### src/design/clock_select_defines.vh
// Register map, field positions, reset values and counts of the main clock controller
`ifndef CLOCK_SELECT_DEFINES_VH
`define CLOCK_SELECT_DEFINES_VH

// Register offsets
`define OFS_MAIN_SOURCE_CTRL   5'h00
`define OFS_PRESCALE_CTRL      5'h01
`define OFS_SETTINGS_LOCK      5'h02
`define OFS_CLOCK_STATE        5'h03
`define OFS_FAST_OSC_CTRL      5'h10
`define OFS_FAST_OSC_FREQ_TRIM 5'h11
`define OFS_FAST_OSC_TEMP_TRIM 5'h12
`define OFS_SLOW_OSC_CTRL      5'h18
`define OFS_CRYSTAL_OSC_CTRL   5'h1C

// Reset values
`define RST_MAIN_SOURCE_CTRL 8'h00
`define RST_PRESCALE_CTRL    8'h11
`define RST_CLOCK_STATE      8'h00
`define RST_OSC_CTRL         8'h00

// Field positions
`define BIT_CLOCK_PIN_EN   7
`define BIT_PRESCALE_EN    0
`define BIT_LOCK           0
`define BIT_RUN_STANDBY    1
`define BIT_XTAL_ENABLE    0
`define BIT_XTAL_SEL       2
`define BIT_SWITCHING      0
`define BIT_FUSE_LOCK      7
`define DIV_MSB            4
`define DIV_LSB            1
`define SEL_MSB            1
`define SEL_LSB            0
`define STABLE_MSB         7
`define STABLE_LSB         4
`define XTAL_CSUT_MSB      5
`define XTAL_CSUT_LSB      4

// Write masks
`define MASK_MAIN_SOURCE 8'h83
`define MASK_PRESCALE    8'h1F
`define MASK_RUN_STANDBY 8'h02
`define MASK_XTAL_CTRL   8'h37
`define MASK_XTAL_LOCKED 8'h03
`define MASK_FREQ_TRIM   8'h7F
`define MASK_TEMP_TRIM   8'h0F

// Main source select codes
`define SRC_FAST    2'h0
`define SRC_ULP     2'h1
`define SRC_CRYSTAL 2'h2
`define SRC_EXT     2'h3

// Divider codes and ratios
`define DIV_CODE_2  4'h0
`define DIV_CODE_4  4'h1
`define DIV_CODE_8  4'h2
`define DIV_CODE_16 4'h3
`define DIV_CODE_32 4'h4
`define DIV_CODE_64 4'h5
`define DIV_CODE_6  4'h8
`define DIV_CODE_10 4'h9
`define DIV_CODE_12 4'hA
`define DIV_CODE_24 4'hB
`define DIV_CODE_48 4'hC
`define RATIO_W     7
`define RATIO_NONE  7'h01

// Protected write window in instructions
`define CCP_WINDOW  3'h4
`define CCP_ZERO    3'h0
`define CCP_STEP    3'h1

`endif

### src/design/peripheral_prescaler.v
// Divides main clock ticks into peripheral clock ticks
`timescale 1ns/1ps
`default_nettype none
`include "clock_select_defines.vh"

module peripheral_prescaler (
    input wire sys_clk_in,
    input wire nrst_in,
    input wire main_tick_in,
    input wire prescale_enable_in,
    input wire [3:0] divider_field_in,
    output reg periph_tick_out
);

    function [`RATIO_W-1:0] ratio_of;
        input [3:0] code;
        begin
            case (code)
                `DIV_CODE_2: ratio_of = 7'h02;
                `DIV_CODE_4: ratio_of = 7'h04;
                `DIV_CODE_8: ratio_of = 7'h08;
                `DIV_CODE_16: ratio_of = 7'h10;
                `DIV_CODE_32: ratio_of = 7'h20;
                `DIV_CODE_64: ratio_of = 7'h40;
                `DIV_CODE_6: ratio_of = 7'h06;
                `DIV_CODE_10: ratio_of = 7'h0A;
                `DIV_CODE_12: ratio_of = 7'h0C;
                `DIV_CODE_24: ratio_of = 7'h18;
                `DIV_CODE_48: ratio_of = 7'h30;
                default: ratio_of = `RATIO_NONE;
            endcase
        end
    endfunction

    reg [`RATIO_W-1:0] count_q;
    wire [`RATIO_W-1:0] last_w = ratio_of(divider_field_in) - `RATIO_NONE;

    always @(posedge sys_clk_in or negedge nrst_in) begin
        if (!nrst_in) begin
            count_q <= {`RATIO_W{1'b0}};
            periph_tick_out <= 1'b0;
        end else if (!main_tick_in) begin
            periph_tick_out <= 1'b0;
        end else if (!prescale_enable_in) begin
            count_q <= {`RATIO_W{1'b0}};
            periph_tick_out <= 1'b1;
        end else if (count_q >= last_w) begin
            // Compare with >= so a smaller ratio written at run time takes effect at once
            count_q <= {`RATIO_W{1'b0}};
            periph_tick_out <= 1'b1;
        end else begin
            count_q <= count_q + `RATIO_NONE;
            periph_tick_out <= 1'b0;
        end
    end

endmodule
`default_nettype wire

### src/design/main_clock_select_prescale.v
// Main clock source select, prescaler control, lock and status registers
// Overview of operation
// - Clock-out enable set toggles the clock output pin on each peripheral clock tick.
// - During sleep the clock pin stays quiet unless a peripheral still uses the clock.
// - Select field picks fast, ultra-low-power, crystal or external clock as main clock.
// - With prescale on, divider codes give ratios 2..64 and 6..48; others reserved.
// - Divider field may be rewritten at run time, changing peripheral clock rate.
// - Prescale off passes the main clock undivided, whatever the divider field holds.
// - Prescaler register resets to 0x11: enabled, divide by six.
// - Source register resets to 0x00: fast oscillator, clock pin off.
// - Lock bit blocks writes to source, prescaler and current source calibration.
// - Once locked, the lock register is inaccessible until the next reset.
// - Lock bit is loaded from the fuse calibration lock in the first cycle after reset release.
// - External started bit reads one after the external clock has started, only while it is requested.
// - Stable flags for crystal, ultra-low-power and fast oscillator show stability.
// - A stable flag shows only while its oscillator is requested.
// - Switching flag is high while a source change waits for the new source.
// - Status register is read only and resets to 0x00.
// - Protected writes count only within four instructions after the unlock key.
// - Protected writes without the unlock sequence leave the register unchanged.
`timescale 1ns/1ps
`default_nettype none
`include "clock_select_defines.vh"

module main_clock_select_prescale (
    input wire sys_clk_in,
    input wire nrst_in,
    input wire [4:0] addr_in,
    input wire wr_en_in,
    input wire [7:0] wr_data_in,
    input wire rd_en_in,
    output reg [7:0] rd_data_out,
    input wire unlock_key_in,
    input wire instr_retire_in,
    input wire fuse_osc_lock_in,
    input wire [6:0] fuse_freq_trim_in,
    input wire [3:0] fuse_temp_trim_in,
    input wire [3:0] osc_tick_in,
    input wire [3:0] osc_stable_in,
    input wire [3:0] module_request_in,
    input wire sleep_in,
    input wire periph_uses_clock_in,
    output reg main_tick_out,
    output wire periph_tick_out,
    output reg clock_pin_out,
    output reg clock_pin_oe_n_out,
    output reg [1:0] active_source_out,
    output reg [6:0] freq_trim_out,
    output reg [3:0] temp_trim_out,
    output wire [3:0] run_standby_out,
    output wire crystal_enable_out
);

    function div_code_valid;
        input [3:0] code;
        begin
            case (code)
                `DIV_CODE_2, `DIV_CODE_4, `DIV_CODE_8, `DIV_CODE_16, `DIV_CODE_32, `DIV_CODE_64,
                `DIV_CODE_6, `DIV_CODE_10, `DIV_CODE_12, `DIV_CODE_24, `DIV_CODE_48: div_code_valid = 1'b1;
                default: div_code_valid = 1'b0;
            endcase
        end
    endfunction

    reg [7:0] main_source_ctrl_q;
    reg [7:0] peripheral_prescale_ctrl_q;
    reg lock_q;
    reg fuse_lock_q;
    reg [7:0] main_clock_state_q;
    reg [7:0] fast_osc_ctrl_q;
    reg [7:0] slow_osc_ctrl_q;
    reg [7:0] crystal_osc_ctrl_q;
    reg [1:0] target_source_q;
    reg switching_q;
    reg fuse_loaded_q;
    reg [2:0] ccp_window_q;
    reg [3:0] reported_w;
    reg [3:0] requested_w;
    reg [7:0] rd_d;

    wire [1:0] sel_w = main_source_ctrl_q[`SEL_MSB:`SEL_LSB];
    wire ccp_open_w = (ccp_window_q != `CCP_ZERO);
    wire prot_wr_w = wr_en_in && ccp_open_w;
    wire main_locked_w = lock_q;
    // Calibration belongs to the fast oscillator, so the lock bit only guards it while it is the main clock
    wire cal_locked_w = fuse_lock_q || (lock_q && active_source_out == `SRC_FAST);
    wire [3:0] new_div_w = wr_data_in[`DIV_MSB:`DIV_LSB];
    wire crystal_held_w = crystal_osc_ctrl_q[`BIT_XTAL_ENABLE] || main_clock_state_q[`STABLE_LSB + 2];

    assign run_standby_out = {1'b0, crystal_osc_ctrl_q[`BIT_RUN_STANDBY],
                              slow_osc_ctrl_q[`BIT_RUN_STANDBY], fast_osc_ctrl_q[`BIT_RUN_STANDBY]};
    assign crystal_enable_out = crystal_osc_ctrl_q[`BIT_XTAL_ENABLE];

    // Unlock window: opened by the key, closed after four instructions or one protected write
    always @(posedge sys_clk_in or negedge nrst_in) begin
        if (!nrst_in) begin
            ccp_window_q <= `CCP_ZERO;
        end else if (unlock_key_in) begin
            ccp_window_q <= `CCP_WINDOW;
        end else if (wr_en_in && ccp_open_w) begin
            ccp_window_q <= `CCP_ZERO;
        end else if (instr_retire_in && ccp_open_w) begin
            ccp_window_q <= ccp_window_q - `CCP_STEP;
        end
    end

    // Fuse values are captured in the first cycle after reset release, not by the reset itself
    always @(posedge sys_clk_in or negedge nrst_in) begin
        if (!nrst_in) begin
            fuse_loaded_q <= 1'b0;
        end else begin
            fuse_loaded_q <= 1'b1;
        end
    end

    // Main source and prescaler registers
    always @(posedge sys_clk_in or negedge nrst_in) begin
        if (!nrst_in) begin
            main_source_ctrl_q <= `RST_MAIN_SOURCE_CTRL;
            peripheral_prescale_ctrl_q <= `RST_PRESCALE_CTRL;
        end else if (prot_wr_w && !main_locked_w) begin
            if (addr_in == `OFS_MAIN_SOURCE_CTRL) begin
                main_source_ctrl_q <= wr_data_in & `MASK_MAIN_SOURCE;
            end
            if (addr_in == `OFS_PRESCALE_CTRL) begin
                if (div_code_valid(new_div_w)) begin
                    peripheral_prescale_ctrl_q <= wr_data_in & `MASK_PRESCALE;
                end else begin
                    // Keep the old ratio but still take the enable bit
                    peripheral_prescale_ctrl_q[`BIT_PRESCALE_EN] <= wr_data_in[`BIT_PRESCALE_EN];
                end
            end
        end
    end

    // Lock bit and fuse lock copy
    always @(posedge sys_clk_in or negedge nrst_in) begin
        if (!nrst_in) begin
            lock_q <= 1'b0;
            fuse_lock_q <= 1'b0;
        end else if (!fuse_loaded_q) begin
            lock_q <= fuse_osc_lock_in;
            fuse_lock_q <= fuse_osc_lock_in;
        end else if (prot_wr_w && !lock_q && addr_in == `OFS_SETTINGS_LOCK) begin
            // Only a reset clears it again
            lock_q <= wr_data_in[`BIT_LOCK];
        end
    end

    // Calibration trims
    always @(posedge sys_clk_in or negedge nrst_in) begin
        if (!nrst_in) begin
            freq_trim_out <= 7'h00;
            temp_trim_out <= 4'h0;
        end else if (!fuse_loaded_q) begin
            freq_trim_out <= fuse_freq_trim_in;
            temp_trim_out <= fuse_temp_trim_in;
        end else if (prot_wr_w && !cal_locked_w) begin
            if (addr_in == `OFS_FAST_OSC_FREQ_TRIM) begin
                freq_trim_out <= wr_data_in[6:0];
            end
            if (addr_in == `OFS_FAST_OSC_TEMP_TRIM) begin
                temp_trim_out <= wr_data_in[3:0];
            end
        end
    end

    // Oscillator control registers
    always @(posedge sys_clk_in or negedge nrst_in) begin
        if (!nrst_in) begin
            fast_osc_ctrl_q <= `RST_OSC_CTRL;
            slow_osc_ctrl_q <= `RST_OSC_CTRL;
            crystal_osc_ctrl_q <= `RST_OSC_CTRL;
        end else if (prot_wr_w) begin
            if (addr_in == `OFS_FAST_OSC_CTRL) begin
                fast_osc_ctrl_q <= wr_data_in & `MASK_RUN_STANDBY;
            end
            if (addr_in == `OFS_SLOW_OSC_CTRL) begin
                slow_osc_ctrl_q <= wr_data_in & `MASK_RUN_STANDBY;
            end
            if (addr_in == `OFS_CRYSTAL_OSC_CTRL) begin
                // Type and start-up fields freeze while the crystal is enabled or still stable
                if (crystal_held_w) begin
                    crystal_osc_ctrl_q <= (crystal_osc_ctrl_q & ~`MASK_XTAL_LOCKED) |
                                          (wr_data_in & `MASK_XTAL_LOCKED);
                end else begin
                    crystal_osc_ctrl_q <= wr_data_in & `MASK_XTAL_CTRL;
                end
            end
        end
    end

    // Source switch: the old source keeps running until the new one reports stable
    always @(posedge sys_clk_in or negedge nrst_in) begin
        if (!nrst_in) begin
            target_source_q <= `SRC_FAST;
            active_source_out <= `SRC_FAST;
            switching_q <= 1'b0;
        end else begin
            target_source_q <= sel_w;
            if (sel_w != active_source_out) begin
                if (osc_stable_in[sel_w] && target_source_q == sel_w) begin
                    active_source_out <= sel_w;
                    switching_q <= 1'b0;
                end else begin
                    switching_q <= 1'b1;
                end
            end else begin
                switching_q <= 1'b0;
            end
        end
    end

    // Requests come from the active or pending main source and from other modules
    always @* begin
        requested_w = module_request_in;
        requested_w[active_source_out] = 1'b1;
        requested_w[sel_w] = 1'b1;
        requested_w[`SRC_CRYSTAL] = requested_w[`SRC_CRYSTAL] && crystal_osc_ctrl_q[`BIT_XTAL_ENABLE];
        reported_w = requested_w & osc_stable_in;
    end

    always @(posedge sys_clk_in or negedge nrst_in) begin
        if (!nrst_in) begin
            main_clock_state_q <= `RST_CLOCK_STATE;
        end else begin
            main_clock_state_q <= {reported_w, 3'h0, switching_q};
        end
    end

    // Main clock tick from the active source
    always @(posedge sys_clk_in or negedge nrst_in) begin
        if (!nrst_in) begin
            main_tick_out <= 1'b0;
        end else begin
            main_tick_out <= osc_tick_in[active_source_out];
        end
    end

    peripheral_prescaler u_prescaler (
        .sys_clk_in(sys_clk_in),
        .nrst_in(nrst_in),
        .main_tick_in(main_tick_out),
        .prescale_enable_in(peripheral_prescale_ctrl_q[`BIT_PRESCALE_EN]),
        .divider_field_in(peripheral_prescale_ctrl_q[`DIV_MSB:`DIV_LSB]),
        .periph_tick_out(periph_tick_out)
    );

    // Clock pin toggles on each peripheral clock tick; sleep parks it low unless the clock is still in use
    always @(posedge sys_clk_in or negedge nrst_in) begin
        if (!nrst_in) begin
            clock_pin_out <= 1'b0;
            clock_pin_oe_n_out <= 1'b1;
        end else begin
            clock_pin_oe_n_out <= ~main_source_ctrl_q[`BIT_CLOCK_PIN_EN];
            if (!main_source_ctrl_q[`BIT_CLOCK_PIN_EN]) begin
                clock_pin_out <= 1'b0;
            end else if (sleep_in && !periph_uses_clock_in) begin
                clock_pin_out <= 1'b0;
            end else if (periph_tick_out) begin
                clock_pin_out <= ~clock_pin_out;
            end
        end
    end

    // Read mux; unmapped offsets and the locked lock register read zero
    always @* begin
        rd_d = 8'h00;
        case (addr_in)
            `OFS_MAIN_SOURCE_CTRL: rd_d = main_source_ctrl_q;
            `OFS_PRESCALE_CTRL: rd_d = peripheral_prescale_ctrl_q;
            `OFS_SETTINGS_LOCK: rd_d = {7'h00, 1'b0};
            `OFS_CLOCK_STATE: rd_d = main_clock_state_q;
            `OFS_FAST_OSC_CTRL: rd_d = fast_osc_ctrl_q;
            `OFS_FAST_OSC_FREQ_TRIM: rd_d = {1'b0, freq_trim_out};
            `OFS_FAST_OSC_TEMP_TRIM: rd_d = {fuse_lock_q, 3'h0, temp_trim_out};
            `OFS_SLOW_OSC_CTRL: rd_d = slow_osc_ctrl_q;
            `OFS_CRYSTAL_OSC_CTRL: rd_d = crystal_osc_ctrl_q;
            default: rd_d = 8'h00;
        endcase
        if (addr_in == `OFS_SETTINGS_LOCK && !lock_q) begin
            rd_d = {7'h00, lock_q};
        end
    end

    always @(posedge sys_clk_in or negedge nrst_in) begin
        if (!nrst_in) begin
            rd_data_out <= 8'h00;
        end else if (rd_en_in) begin
            rd_data_out <= rd_d;
        end
    end

endmodule
`default_nettype wire

### config.mk
export PLATFORM = sky130hd
export DESIGN_NAME = main_clock_select_prescale
export DESIGN_NICKNAME = d
export VERILOG_FILES = /design/src/design/peripheral_prescaler.v /design/src/design/main_clock_select_prescale.v
export VERILOG_INCLUDE_DIRS = /design/src /design/src/design
export SDC_FILE = /design/constraint.sdc
export NUM_CORES = 1
export LEC_CHECK = 0
export ABC_AREA = 1
export BUFFER_PORTS_ARGS = -buffer_cell sky130_fd_sc_hd__buf_2
export CORE_ASPECT_RATIO = 1.5
export CORE_MARGIN = 10
export CORE_UTILIZATION = 54
export DETAILED_ROUTE_END_ITERATION = 8
export GPL_TIMING_DRIVEN = 0
export PLACE_DENSITY_LB_ADDON = 0.2
export SLEW_MARGIN = 20
export SYNTH_ARGS = -nofsm -noshare
export SYNTH_HDL_FRONTEND = slang
export SYNTH_SLANG_ARGS = --single-unit
### constraint.sdc
create_clock -name sys_clk_in -period 2.3 [get_ports sys_clk_in]
set_input_delay 0.115 -clock sys_clk_in [delete_from_list [all_inputs] [get_ports sys_clk_in]]
set_output_delay 0.115 -clock sys_clk_in [all_outputs]
set_load 0.02 [all_outputs]
==> impl_results.md <==
- Routed Antenna Nets: 0
- Post-Syn Area: 0.003362 sq mm
- Residual DRC: 0
- # fillers: 523
- WL final: 8608 um
- Kind of critical path: reg -> reg
- Layout Skew: 0.008053 ns
- First-pass DRT Iterations: 4
- Setup Viol. Count Final: 0
- YS warnings: 0
- Async S/R FF share, synth: 1.000
- Area Growth Syn to Fin: 21.18%
- Die Width: 84.43 um
- Gr usage total: 0.1803
- Aggregate global routing overflow: 0
- DP HPWL: 6621 um
- Most common cell in the netlist: nand2_1
- CTS Buf Count: 9
- Cells after Synth: 430
- Reg-to-reg startpoint: peripheral_prescale_ctrl_q[4]
- CTS Root Cell: clkbuf_8
- WL/cell: 14.37 um
- EDFF count, synth: 0
- Multi-input logic area: 0.001545 sq mm
- Slowest cell on the critical path: dfstp_2
- First-pass GRT wire length: 14570 um
- #FFs+latches synth: 61
- TritonCTS clock tree: built
- IO buf count: 72
- Period utilisation layout: 0.9359
- DRT iter0 DRCs: 173
- Syn Area/Cell: 7.819 sq um
- Worst hold path type: in -> reg
- Register area share after synthesis: 0.4552
- Worst Hold Depth: 3
- Max-slew headroom: 0.4887
- Register area: 0.001530 sq mm
- Post-synth top cells: nand2_1 (126), dfrtp_1 (58), inv_1 (53)
- Share of cells above drive strength 1: 0.2267
- Cell Pwr Density: 793.1 mW/mm^2
- Initial antenna violation count: 0
- Die ar.: 0.009847 sq mm
- Largest net degree at the start of global routing: 62
- Fin crit period: 2.153 ns
- Unrepaired setup endpoints after global routing: no
- Crit end category: register
- Row cnt: 35
- Distinct cells, synth: 36
- Area leader, netlist: dfrtp_1
- Global placement routability congestion: 0.8851
- Min-delay src: osc_tick_in[3]
- Post-synth top flop: dfrtp_1
- Slew Viols, Final: 0
- Req. time, crit path: 2.50 ns
- Setup TNS: 0 ns
- Nets: 575
- Vias: 3088
- Ant. Diodes: 0
- Cell breakdown of the critical path: inv_1 > nand2_1 > nand2_1 > nand3_1 > nand3_1 > xnor2_1 > ha_1 > nand2_1 > nor2_1 > nand3_1 > nand4_1 > buf_4 > a21oi_1
- Vias in the first global route: 3210
- Peak VDD IR: 0.5272 mV
- Crit path largest cell delay: 0.56 ns
- Post-synth top area share: 0.4317
- CTS Buffer Depth: 2
- CP startpoint kind: register
- Hold Slack: 0.006275 ns
- Achievable Freq: 464.6 MHz
- Worst skew pair latency: 0.34 ns
- Final Hold Viols: 0
- Max-cap violations: 0
- Cell count along the critical path: 13
- Clock sinks: 61
- Reg2reg path depth: 13
- Outcome: completed
- Synth area leaders: dfrtp_1 (43%), nand2_1 (14%), inv_1 (5.9%)
- Critical Path Source: peripheral_prescale_ctrl_q[4]
- Htree depth: 3
- Critical path arrival: 2.36 ns
- Critical Path Fanout Max: 8
- Core area: 0.006087 sq mm
- Via density: 5.155
- Crit-path leading delay family: simple AND/OR/NAND/NOR gates
- Worst Path Buf+Inv: 2
- Worst Max-Slew Pin Slew: 0.7669 ns
- Clock Pin Slew Worst Setup and Hold Paths: 0.06 ns
- Top-level I/O count: 75
- Leak Pwr: 2.189 nW
- Die Height: 116.6 um
- Initial Util: 0.5523
## cell usage in the layout (no fill, tap or decap), drive strengths merged, types with 2 or more instances in the layout
cell type / n
ha: 10
xor2: 6
a21oi: 25
buf: 83
o211ai: 3
xnor2: 4
nor3: 4
nor2: 31
dfrtp: 58
dlygate4sd3: 5
clkbuf: 14
inv: 55
nand2: 127
nand4: 17
clkinv: 2
dfstp: 3
a22oi: 2
nand3: 27
o21ai: 37
conb: 3
## flip-flops by register name, summed over array words and instances (netlist names)
name / count
rd_data_out: 8
freq_trim_out: 7
u_prescaler.count_q: 7
crystal_osc_ctrl_q: 5
main_clock_state_q: 5
peripheral_prescale_ctrl_q: 5
temp_trim_out: 4
ccp_window_q: 3
main_source_ctrl_q: 3
active_source_out: 2
target_source_q: 2
clock_pin_oe_n_out: 1
clock_pin_out: 1
fast_osc_ctrl_q: 1
fuse_loaded_q: 1
fuse_lock_q: 1
lock_q: 1
main_tick_out: 1
slow_osc_ctrl_q: 1
switching_q: 1
u_prescaler.periph_tick_out: 1
## timing repair
item,CTS,global route
hold buffers,5,0
pin swaps,0,1
buffers inserted,1,0
gates resized for setup,0,2
hold endpoints to repair,62,0
endpoints found under the setup margin,2,6
cloned,0,0
## kinds of logic (layout without fill, tap and decap cells)
| logic type | after synthesis | after routing | share of synthesized area |
|---|---|---|---|
| buffers and inverters | 67 | 161 | 0.08708 |
| adders and majority gates | 10 | 10 | 0.03722 |
| other | 2 | 3 | 0.002234 |
| DFF | 61 | 61 | 0.4552 |
| muxes | 1 | 1 | 0.002977 |
| xor gates and xnor gates | 10 | 10 | 0.02605 |
| and+or+nand+nor | 208 | 208 | 0.2706 |
| AOI/OAI and AO/OA | 71 | 71 | 0.1187 |
## cell type report
cell class | count | share of cell area
flip-flops and latches | 61 | 0.3756
plain buffers | 12 | 0.02119
repair buffers | 78 | 0.1032
clock inverters | 4 | 0.01167
clock buffers | 12 | 0.03563
multi-input cells | 303 | 0.3793
inverters | 55 | 0.05068
well taps | 74 | 0.02273
## metal layers
metal | track usage | up-vias | wire (um)
met5 | 0 | - | 0
met4 | 0.08590 | 0 | 199
met3 | 0.04187 | 13 | 372
met2 | 0.3113 | 79 | 4354
met1 | 0.2058 | 1427 | 3681
li1 | - | 1569 | -
## final timing paths
path | end | slack (ns)
worst min-delay path | main_tick_out | 0.006
worst max register to register | u_prescaler.count_q[4] | 0.15
max in group asynchronous | rd_data_out[1] | 1.39
min in group asynchronous | clock_pin_out | 0.38
worst max-delay path | u_prescaler.count_q[4] | 0.15
worst min register to register | main_clock_state_q[0] | 0.36
## worst register-to-register path, delay by kind of cell, from the launching register on
kind | cells | cell delay [ns]
compound gates | 1 | 0.08
xor+xnor | 1 | 0.14
fa+ha+maj | 1 | 0.29
buf+inv | 2 | 0.23
flops | 1 | 0.56
simple gates | 8 | 0.71
## metrics by stage
step / power, mW / area [sq um] / setup WS, ns / utilization / std cells
6_report: 3.231 / 4074 / 0.1475 / 0.6693 / 599
4_1_cts: 3.257 / 4071 / 0.1194 / 0.6689 / 599
3_3_place_gp: 2.264 / 3819 / 0.001262 / 0.6273 / 577
5_1_grt: 3.450 / 4074 / 0.008390 / 0.6693 / 599
2_1_floorplan: 1.987 / 3366 / 0.2586 / - / 431
3_5_place_dp: 2.288 / 3821 / -0.02578 / 0.6277 / 577
## power breakdown
part,internal [mW],switching (mW),total (mW),leakage (nW)
Combinational,0.340,0.569,0.909,1.31
Sequential,1.25,0.128,1.37,0.785
Clock,0.527,0.421,0.948,0.0964
Note: power is estimated with default switching activity, not from simulation.
